### src/urs_defs.vh
// constants and behaviour notes for the usb role select and vbus control block
// Notes on behaviour
// - role pin grounded, no override: host
// - role pin floating high: peripheral role
// - override bit 0 selects host
// - override bit 1 selects peripheral
// - dual role mode follows live pin level
// - host: drive vbus, then await sense
// - no vbus within 100ms: error event
// - host with valid vbus: await connect
// - peripheral runs only while vbus valid
// - charge enable set until software clears
// - host masters bus, peripheral only responds
// - each port holds own role config
`ifndef URS_DEFS_VH
`define URS_DEFS_VH
`define URS_CLK_HZ 40000000
`define URS_VBUS_TIMEOUT_MS 100
// 100 ms at 40 MHz, sized to the 23 bit wait timer
`define URS_VBUS_TIMEOUT_CYC 23'h3D0900
// edges the role pin needs to cross its synchroniser
`define URS_SYNC_SETTLE 2'h2
`define URS_CNT_W 23
`define URS_ST_W 3
`endif

### src/urs_sync2.v
// two flop synchroniser for pin inputs
`timescale 1ns/1ps
`default_nettype none
module urs_sync2 (
   input wire clock,
   input wire rst_n,
   input wire rst_value,
   input wire din,
   output wire dout
);
   reg stage1;
   reg stage2;
   // first flop read only by the second; reset value is a constant per instance via xor with rst_value around both flops
   always @(posedge clock or negedge rst_n) begin
      if (!rst_n) begin
         stage1 <= 1'b0;
         stage2 <= 1'b0;
      end else begin
         stage1 <= din ^ rst_value;
         stage2 <= stage1;
      end
   end
   assign dout = stage2 ^ rst_value;
endmodule
`default_nettype wire

### src/urs_port.v
// role selection and vbus supervision for one dual-role usb port
`timescale 1ns/1ps
`default_nettype none
`include "urs_defs.vh"
// role policy: an enabled override beats the pin; without dual role mode or
// an override the role is decided once after reset and pin moves are ignored
// limitation: a vbus error stays until the role is decided again, even if the
// supply comes up late, so software sees every failed start
// the supply switch stays on in the error state so the rail can be measured
module urs_port #(
   parameter [22:0] VBUS_TIMEOUT_CYC = `URS_VBUS_TIMEOUT_CYC
) (
   input wire clock,
   input wire rst_n,
   input wire role_select_pin,
   input wire vbus_sense_in,
   input wire override_en,
   input wire id_override_bit,
   input wire dual_role_mode,
   input wire charger_detect,
   input wire charger_disable,
   input wire device_connect,
   output reg vbus_drive_out,
   output reg charge_enable,
   output reg is_host,
   output reg host_ready,
   output reg periph_active,
   output reg vbus_error,
   output wire bus_master,
   output reg [2:0] role_state
);
   ////////////////////////////////////////////////////////////////////
   // role states
   // idle decides the role once the synchronisers have settled
   // host wait drives the supply and times the sense input
   // host up and host conn follow the attached device
   // host err is sticky until the role is decided again
   // peripheral wait and run follow the sensed supply only
   localparam [2:0] ST_IDLE = 3'h0;
   localparam [2:0] ST_HOST_WAIT = 3'h1;
   localparam [2:0] ST_HOST_UP = 3'h2;
   localparam [2:0] ST_HOST_CONN = 3'h3;
   localparam [2:0] ST_HOST_ERR = 3'h4;
   localparam [2:0] ST_PERIPH_WAIT = 3'h5;
   localparam [2:0] ST_PERIPH_RUN = 3'h6;

   wire id_sync;
   wire vbus_sync;
   wire conn_sync;
   reg role_latched;
   reg [2:0] next_state;
   reg [22:0] vbus_timer;
   wire want_host;
   wire timed_out;
   reg [1:0] settle;
   reg [1:0] next_settle;
   wire settled;
   reg next_role_latched;
   reg [22:0] next_vbus_timer;
   reg next_vbus_drive_out;
   reg next_is_host;
   reg next_host_ready;
   reg next_periph_active;
   reg next_vbus_error;
   reg next_charge_enable;

   ////////////////////////////////////////////////////////////////////
   // input synchronisers; role pin idles high like a pulled-up line
   urs_sync2 u_sync_id (
      .clock(clock),
      .rst_n(rst_n),
      .rst_value(1'b1),
      .din(role_select_pin),
      .dout(id_sync)
   );
   urs_sync2 u_sync_vbus (
      .clock(clock),
      .rst_n(rst_n),
      .rst_value(1'b0),
      .din(vbus_sense_in),
      .dout(vbus_sync)
   );
   urs_sync2 u_sync_conn (
      .clock(clock),
      .rst_n(rst_n),
      .rst_value(1'b0),
      .din(device_connect),
      .dout(conn_sync)
   );

   ////////////////////////////////////////////////////////////////////
   // role decode: override wins, else live pin (0 host, 1 peripheral)
   function role_is_host;
      input ovr_en;
      input ovr_bit;
      input pin;
      begin
         if (ovr_en) begin
            role_is_host = ~ovr_bit;
         end else begin
            role_is_host = ~pin;
         end
      end
   endfunction

   // host side states share the supply switch and the master role
   function state_is_host;
      input [2:0] st;
      begin
         case (st)
            ST_HOST_WAIT, ST_HOST_UP, ST_HOST_CONN, ST_HOST_ERR: begin
               state_is_host = 1'h1;
            end
            default: begin
               state_is_host = 1'h0;
            end
         endcase
      end
   endfunction

   ////////////////////////////////////////////////////////////////////
   // settle count: the role pin needs two edges through its synchroniser;
   // deciding earlier would latch the synchroniser's reset value instead
   assign settled = (settle == `URS_SYNC_SETTLE);

   always @* begin
      next_settle = settle;
      if (!settled) begin
         next_settle = settle + 2'h1;
      end
   end

   always @(posedge clock or negedge rst_n) begin
      if (!rst_n) begin
         settle <= 2'h0;
      end else begin
         settle <= next_settle;
      end
   end

   assign want_host = role_is_host(override_en, id_override_bit, id_sync);
   assign timed_out = (vbus_timer >= VBUS_TIMEOUT_CYC - 23'h000001);
   // host issues traffic, peripheral only answers
   assign bus_master = is_host;

   ////////////////////////////////////////////////////////////////////
   // role latch: without dual role mode the role is taken once per idle
   always @* begin
      next_role_latched = role_latched;
      if (role_state == ST_IDLE) begin
         next_role_latched = want_host;
      end
   end

   always @(posedge clock or negedge rst_n) begin
      if (!rst_n) begin
         role_latched <= 1'h0;
      end else begin
         role_latched <= next_role_latched;
      end
   end

   ////////////////////////////////////////////////////////////////////
   // next state; a role change restarts through idle
   always @* begin
      next_state = role_state;
      case (role_state)
         ST_IDLE: begin
            // wait until the synchronised pin shows its real level
            if (!settled) begin
               next_state = ST_IDLE;
            end else if (want_host) begin
               next_state = ST_HOST_WAIT;
            end else begin
               next_state = ST_PERIPH_WAIT;
            end
         end
         ST_HOST_WAIT: begin
            if (vbus_sync) begin
               next_state = ST_HOST_UP;
            end else if (timed_out) begin
               next_state = ST_HOST_ERR;
            end
         end
         ST_HOST_UP: begin
            if (conn_sync) begin
               next_state = ST_HOST_CONN;
            end
         end
         ST_HOST_CONN: begin
            if (!conn_sync) begin
               next_state = ST_HOST_UP;
            end
         end
         ST_HOST_ERR: begin
            next_state = ST_HOST_ERR;
         end
         ST_PERIPH_WAIT: begin
            if (vbus_sync) begin
               next_state = ST_PERIPH_RUN;
            end
         end
         ST_PERIPH_RUN: begin
            if (!vbus_sync) begin
               next_state = ST_PERIPH_WAIT;
            end
         end
         default: begin
            next_state = ST_IDLE;
         end
      endcase
      // dual role follows the pin live; otherwise only an override change re-decides
      if (role_state != ST_IDLE && want_host != role_latched) begin
         if (dual_role_mode || override_en) begin
            next_state = ST_IDLE;
         end
      end
   end

   ////////////////////////////////////////////////////////////////////
   // vbus wait timer: counts only while host wait holds, so any exit rearms it
   always @* begin
      if (role_state == ST_HOST_WAIT && next_state == ST_HOST_WAIT) begin
         next_vbus_timer = vbus_timer + 23'h000001;
      end else begin
         next_vbus_timer = 23'h000000;
      end
   end

   ////////////////////////////////////////////////////////////////////
   // state register and vbus wait timer
   always @(posedge clock or negedge rst_n) begin
      if (!rst_n) begin
         role_state <= ST_IDLE;
         vbus_timer <= 23'h000000;
      end else begin
         role_state <= next_state;
         vbus_timer <= next_vbus_timer;
      end
   end

   ////////////////////////////////////////////////////////////////////
   // output values come from the state being entered, so outputs move with it
   always @* begin
      // supply stays on through error so software can inspect the rail
      next_vbus_drive_out = state_is_host(next_state);
      next_is_host = state_is_host(next_state);
      next_host_ready = (next_state == ST_HOST_UP) || (next_state == ST_HOST_CONN);
      next_periph_active = (next_state == ST_PERIPH_RUN);
   end

   ////////////////////////////////////////////////////////////////////
   // role outputs; every port instance keeps its own, so two ports differ freely
   always @(posedge clock or negedge rst_n) begin
      if (!rst_n) begin
         vbus_drive_out <= 1'h0;
         is_host <= 1'h0;
         host_ready <= 1'h0;
         periph_active <= 1'h0;
      end else begin
         vbus_drive_out <= next_vbus_drive_out;
         is_host <= next_is_host;
         host_ready <= next_host_ready;
         periph_active <= next_periph_active;
      end
   end

   ////////////////////////////////////////////////////////////////////
   // error flag: sticky level, cleared only by leaving the role through idle
   always @* begin
      next_vbus_error = vbus_error;
      if (role_state == ST_HOST_WAIT && next_state == ST_HOST_ERR) begin
         next_vbus_error = 1'h1;
      end else if (next_state == ST_IDLE) begin
         next_vbus_error = 1'h0;
      end
   end

   always @(posedge clock or negedge rst_n) begin
      if (!rst_n) begin
         vbus_error <= 1'h0;
      end else begin
         vbus_error <= next_vbus_error;
      end
   end

   ////////////////////////////////////////////////////////////////////
   // charge enable: detect sets, software disable clears, set wins together
   always @* begin
      next_charge_enable = charge_enable;
      if (charger_detect) begin
         next_charge_enable = 1'h1;
      end else if (charger_disable) begin
         next_charge_enable = 1'h0;
      end
   end

   always @(posedge clock or negedge rst_n) begin
      if (!rst_n) begin
         charge_enable <= 1'h0;
      end else begin
         charge_enable <= next_charge_enable;
      end
   end
endmodule
`default_nettype wire

### config.mk
export PLATFORM = sky130hd
export DESIGN_NAME = urs_port
export DESIGN_NICKNAME = d
export VERILOG_FILES = /design/src/urs_sync2.v /design/src/urs_port.v
export VERILOG_INCLUDE_DIRS = /design/src
export SDC_FILE = /design/constraint.sdc
export NUM_CORES = 1
export LEC_CHECK = 0
export BUFFER_PORTS_ARGS = -buffer_cell sky130_fd_sc_hd__buf_2
export CORE_ASPECT_RATIO = 1.2
export CORE_MARGIN = 1.5
export CORE_UTILIZATION = 62
export CTS_CLUSTER_SIZE = 20
export DETAILED_ROUTE_END_ITERATION = 16
export PLACE_DENSITY_LB_ADDON = 0.05
export SETUP_SLACK_MARGIN = 0.4
export SLEW_MARGIN = 30
export SYNTH_ARGS = -nofsm -noshare
export SYNTH_HDL_FRONTEND = slang
export SYNTH_HIERARCHICAL = 1
export SYNTH_SLANG_ARGS = --single-unit
### constraint.sdc
create_clock -name clock -period 5.2 [get_ports clock]
set_clock_uncertainty 0.15 [all_clocks]
set_input_delay 0.78 -clock clock [delete_from_list [all_inputs] [get_ports clock]]
set_output_delay 0.78 -clock clock [all_outputs]
set_load 0.05 [all_outputs]
### Word level (Yosys, flattened, before mapping)

Cells that the tools add are included.

| word-level totals | value |
|---|---|
| flip-flop bits (word level) | 40 |
| word-level logic and storage cells | 62 |

| cells by class | value |
|---|---|
| $add $sub $neg | 2 |
| $lt $le $gt $ge | 1 |
| equal/unequal tests | 13 |
| multiplexer cells | 18 |
| bitwise operators | 2 |
| reductions and logical operators | 11 |

Operators by type and width:

| operator | count |
|---|---|
| 3-bit two-way mux | 10 |
| 23-bit by 1-bit adder with 23-bit output (second input constant) | 1 |
| 23-bit by 22-bit greater-or-equal comparator with 1-bit output (second input constant) | 1 |
| 23-bit two-way mux | 1 |
| 3-bit case mux with 7 select lines | 1 |
| 3-bit == test (second input constant) | 5 |
| 3-bit by 2-bit == test with 1-bit output (second input constant) | 4 |
| 3-bit by 1-bit == test with 1-bit output (second input constant) | 2 |
| 3-bit zero test | 2 |
| 1-bit two-way mux | 6 |
| 2-bit nonzero test | 2 |
| 4-bit OR reduction | 1 |
| 1-bit logical AND | 3 |
| 3-bit nonzero test | 1 |
| 2-bit by 1-bit adder with 2-bit output (second input constant) | 1 |
| 2-bit == test (second input constant) | 1 |
| 1-bit logical OR | 2 |
| 1-bit NOT | 2 |
| 1-bit inequality test | 1 |

### Longest topological paths before layout

| depth | value |
|---|---|
| word-level depth | 10 |
| depth in mapped cells | 8 |
| mapped depth without buffers | 8 |

### Modules after synthesis

Netlist, hierarchy kept.

By module, submodules not included:

| module | times used | cells an instance | area an instance (sq um) | seq. area each (sq um) |
|---|---|---|---|---|
| urs_port | 1 | 182 | 1,750.4 | 850.8 |
| urs_sync2 | 3 | 4 | 67.6 | 50.0 |

### Least setup slack after synthesis

OpenSTA, ideal clock, no wires.

| path | value |
|---|---|
| path kind | input-to-reg |
| from | input override_en |
| to | register vbus_timer[14] |
| library setup time | 71 ps |
| arrival | 1,949 ps |
| required time | 4,979 ps |
| path slack | 3,029 ps |
| cell stages on the path | 7 |
| cells stage by stage | mux2i_1 xnor2_1 o22ai_2 nor2b_1 nand3_1 buf_2 nor2_1 |

| between the ends | value |
|---|---|
| longest elaborated chain between the ends | 9 |
| elaborated cells between the ends (all ways) | 12 |
| those cells by class | eq/ne (2); mux (7); reduce/logical (3) |

RTL lines:

| what | RTL line | RTL |
|---|---|---|
| start: declaration | urs_port.v:17 | `input wire override_en,` |
| 1-bit two-way mux | urs_port.v:98 | `if (ovr_en) begin` |
| 3-bit two-way mux | urs_port.v:172 | `end else if (want_host) begin` |
| 3-bit two-way mux | urs_port.v:170 | `if (!settled) begin` |
| 3-bit case mux with 7 select lines | urs_port.v:167 | `case (role_state)` |
| 3-bit two-way mux | urs_port.v:214 | `if (dual_role_mode \|\| override_en) begin` |
| 3-bit two-way mux * | urs_port.v:213 | `if (role_state != ST_IDLE && want_host != role_latched) begin` |
| 3-bit by 1-bit == test with 1-bit output * | urs_port.v:223 | `if (role_state == ST_HOST_WAIT && next_state == ST_HOST_WAIT) begin` |
| 1-bit logical AND * | urs_port.v:223 |  |
| 23-bit two-way mux * | urs_port.v:223 |  |
| named net next_vbus_timer[14] | urs_port.v:59 | `reg [22:0] next_vbus_timer;` |
| end signal: assignment | urs_port.v:238 | `vbus_timer <= next_vbus_timer;` |
| end: declaration | urs_port.v:52 | `reg [22:0] vbus_timer;` |

The timed path passes the listed nets; every way through them passes the cells marked *.
A chain may end at the register's enable or synchronous reset.

### Worst setup path after layout

| path | value |
|---|---|
| from | register role_state[1] |
| to | register vbus_timer[18] |

| between the ends | value |
|---|---|
| longest elaborated chain between the ends | 8 |
| elaborated cells between the ends (all ways) | 21 |
| those cells by class | eq/ne (7); mux (10); reduce/logical (4) |

RTL lines:

| what | RTL line | RTL |
|---|---|---|
| start: declaration | urs_port.v:30 | `output reg [2:0] role_state` |
| start signal: assignment | urs_port.v:237 | `role_state <= next_state;` |
| 3-bit two-way mux | urs_port.v:181 | `end else if (timed_out) begin` |
| 3-bit two-way mux | urs_port.v:179 | `if (vbus_sync) begin` |
| 3-bit case mux with 7 select lines | urs_port.v:167 |  |
| 3-bit two-way mux | urs_port.v:214 |  |
| 3-bit two-way mux | urs_port.v:213 |  |
| 3-bit by 1-bit == test with 1-bit output | urs_port.v:223 |  |
| 1-bit logical AND * | urs_port.v:223 |  |
| 23-bit two-way mux * | urs_port.v:223 |  |
| named net next_vbus_timer[18] | urs_port.v:59 |  |

Marks and branches as above.

==> out/qor.csv <==
stage,metric,value,unit
detailed_routing,avgRoutedWirePerCell,13.64,um
detailed_routing,ant_nets,0,
sta,whs,0.2130,ns
critical_path,rr_startpoint,role_state[1]$_DFF_PN0_,
sta,tns,0,ns
clock_tree,cts_buffers,5,
clock_tree,cts_tree,built,
logic_synthesis,ys_types,41,
placed_design,hpwl,2480,um
sta,final-setup-viol-count,0,
clock_tree,clock_tree.root_cell,clkbuf_4,
power_and_ir_drop,leakage,0.9463,nW
cells_and_area,drive_above_1_share,16.82,%
logic_synthesis,synth_edf_count,0,
clock_tree,cts.sinks,40,
grt,grt_max_degree,41,
grt,grtUsageTotal,25.33,%
sta,tightest_slew,0.8283,ns
logic_synthesis,synth.area.top_cells,"dfrtp_1 51%, xor2_1 6.7%, xnor2_1 6.3%",
critical_path,slowest_stage,nand3_1,
logic_synthesis,synth-seq-cells,40,
sta,rsz0062_at_grt,false,
placed_design,port_buffers,19,
logic_synthesis,netlist.area_leader.share,51.25,%
cells_and_area,seq_area,1001,um^2
sta,hold_violations,0,
detailed_routing,vias,1390,
floorplanning,dieHeight,64.49,um
cells_and_area,reg_top3,"vbus_timer x23, role_state x3, settle x2",
cells_and_area,multi_input_area,900.9,um^2
critical_path,crit_cells,6,
detailed_routing,drt-pass1-iter-count,4,
floorplanning,io_pins,20,
logic_synthesis,synth-async-reset-ratio,100.0,%
critical_path,cp.required,5.31,ns
critical_path,crit_fanout,22,
power_and_ir_drop,vdd_drop_max,0.0004209,V
logic_synthesis,synth_seq_area_share,51.25,%
critical_path,setup.worst_path.end,vbus_timer[18]$_DFF_PN0_,
clock_tree,clk_latency,0.35,ns
job,cap_viol_max_count,0,
detailed_routing,drc,0,
logic_synthesis,netlist_area,1953,um^2
sta,fmax,380.5,MHz
logic_synthesis,synth_cells,194,
cells_and_area,syn_to_final_growth,10.31,%
sta,min_period_over_period,50.54,%
critical_path,timing.reg2reg.setup_slack,2.57,ns
critical_path,reg2reg_depth,6,
critical_path,r2r_end,vbus_timer[18]$_DFF_PN0_,
cells_and_area,layout.nets,231,
grt,antenna_found_initial,0,
min_path,hp-class,flip-flop to flip-flop,
cells_and_area,fin_area,2155,um^2
clock_tree,htree_num_levels,2,
logic_synthesis,synth_flop_cell,dfrtp_1,
cells_and_area,regMostFlops,vbus_timer,
cells_and_area,mostFrequentLayoutCell,dfrtp_1,
clock_tree,post_cts_resize_count,0,
placed_design,place_area,2072,um^2
floorplanning,coreArea,3028,um^2
cells_and_area,fillerInstances,235,
cells_and_area,final_cell_mix,"40 x dfrtp_1, 32 x nor2_1, 18 x buf_2",
grt,grt_first_pass_wirelength,6410,um
floorplanning,die_w,54.24,um
critical_path,end_kind,flip-flop,
detailed_routing,drtIter0Drc,28,
detailed_routing,wl,3492,um
clock_tree,postCtsSetupRepairBufs,0,
critical_path,cp_data_arrival_time,2.74,ns
logic_synthesis,yosysTopAreaCell,dfrtp_1,
critical_path,path_class,flip-flop to flip-flop,
cells_and_area,stdcell_count,256,
critical_path,start_kind,flip-flop,
placed_design,place_inst,248,
floorplanning,start_util,64.50,%
sta,maxSlewHeadroom,44.62,%
grt,grt_pass1_vias,1497,
status,outcome,finished clean,
grt,overflow,0,
floorplanning,dieArea,3497,um^2
clock_tree,clkSlewWorstSetupHoldPaths,0.12,ns
critical_path,cp_num_buf_inv,0,
logic_synthesis,yosys_warnings,6,
cells_and_area,final_core_util,71.16,%
sta,slew_violations,0,
logic_synthesis,avgSynthCellArea,10.07,um^2
cells_and_area,largest_reg_flops,23,
clock_tree,cts_buffer_depth,2,
critical_path,cp_cell_sequence,nor3_1 > o21bai_1 > o22ai_2 > nor2b_1 > nand3_1 > nor2_1,
cells_and_area,antenna_cells,0,
clock_tree,holdBufCountCts,0,
power_and_ir_drop,powerDensity,418.3,nW/um^2
critical_path,crit_family,simple AND/OR/NAND/NOR gates,
detailed_routing,vias_per_cell,5.430,
critical_path,cp_slowest_stage_delay,0.61,ns
floorplanning,core.rowCount,22,
placed_design,place.gp.congestion,0.8213,
critical_path,critPathLaunch,role_state[1]$_DFF_PN0_,
sta,period_minus_slack,2.628,ns
[worst reg2reg max path: cells and delay by family, from the launching register on]
kind / cells / cell delay, ns
AO/OA/AOI/OAI: 2 / 0.40
flip-flops: 1 / 0.49
AND/OR/NAND/NOR: 4 / 1.49
[synth_stat cells, types with 3 or more instances]
master	instances
dfrtp_1	40
nor2b_1	3
nor3b_1	3
xnor2_1	14
nand2_1	16
nor4_1	3
nor2_1	32
and2_1	3
xor2_1	15
a21oi_1	9
inv_1	8
nand3_1	6
[how the worst min path moves through the flow]
stage,startpoint,endpoint,slack [ns],cells past startpoint
2_1_floorplan,u_sync_conn/stage1$_DFF_PN0_,u_sync_conn/stage2$_DFF_PN0_,0.18,0
3_3_place_gp,u_sync_id/stage1$_DFF_PN0_,u_sync_id/stage2$_DFF_PN0_,0.18,0
3_5_place_dp,u_sync_conn/stage1$_DFF_PN0_,u_sync_conn/stage2$_DFF_PN0_,0.19,0
4_1_cts,u_sync_conn/stage1$_DFF_PN0_,u_sync_conn/stage2$_DFF_PN0_,0.22,0
5_1_grt,u_sync_id/stage1$_DFF_PN0_,u_sync_id/stage2$_DFF_PN0_,0.22,0
6_report,u_sync_conn/stage1$_DFF_PN0_,u_sync_conn/stage2$_DFF_PN0_,0.21,0
[where the power goes]
| part | leakage (nW) | switching (mW) | internal (mW) |
|---|---|---|---|
| clock | 0.0412 | 0.102 | 0.100 |
| combinational | 0.381 | 0.226 | 0.0918 |
| sequential | 0.524 | 0.0361 | 0.345 |
| total | 0.946 | 0.364 | 0.537 |
[final cells by class]
| type | instances | share of cell area [%] |
|---|---|---|
| clock buffer | 5 | 1.742 |
| tap | 36 | 2.091 |
| sequential | 40 | 46.46 |
| clock inverter | 3 | 1.974 |
| inverter | 8 | 1.394 |
| timing repair buffer | 19 | 4.530 |
| multi-input combinational | 145 | 41.81 |
[per-stage QoR]
step / power (mW) / worst slack, ns
floorplan: 0.6377 / 3.029
global placement: 0.6848 / 2.426
detailed placement: 0.6978 / 2.196
CTS: 0.9035 / 2.576
global route: 0.9527 / 2.338
finish: 0.9012 / 2.572
[cells by family after synthesis]
group | count (synthesis) | synth area share [%]
other | 2 | 0.3845
DFF | 40 | 51.25
muxes | 2 | 1.089
adders and majority gates | 2 | 1.281
AOI/OAI and AO/OA | 23 | 7.623
xor gates and xnor gates | 29 | 13.00
and+or+nand+nor | 82 | 21.78
buffers and inverters | 14 | 3.587
[routing by layer]
layer	vias up	GRT usage, %	share of wire, %
met1	670	30.06	43
met4	0	10.00	1.4
met3	6	8.295	4.4
li1	684	-	-
met5	-	0	0
met2	30	41.42	51
No activity file was read; power rests on OpenSTA's default activity.
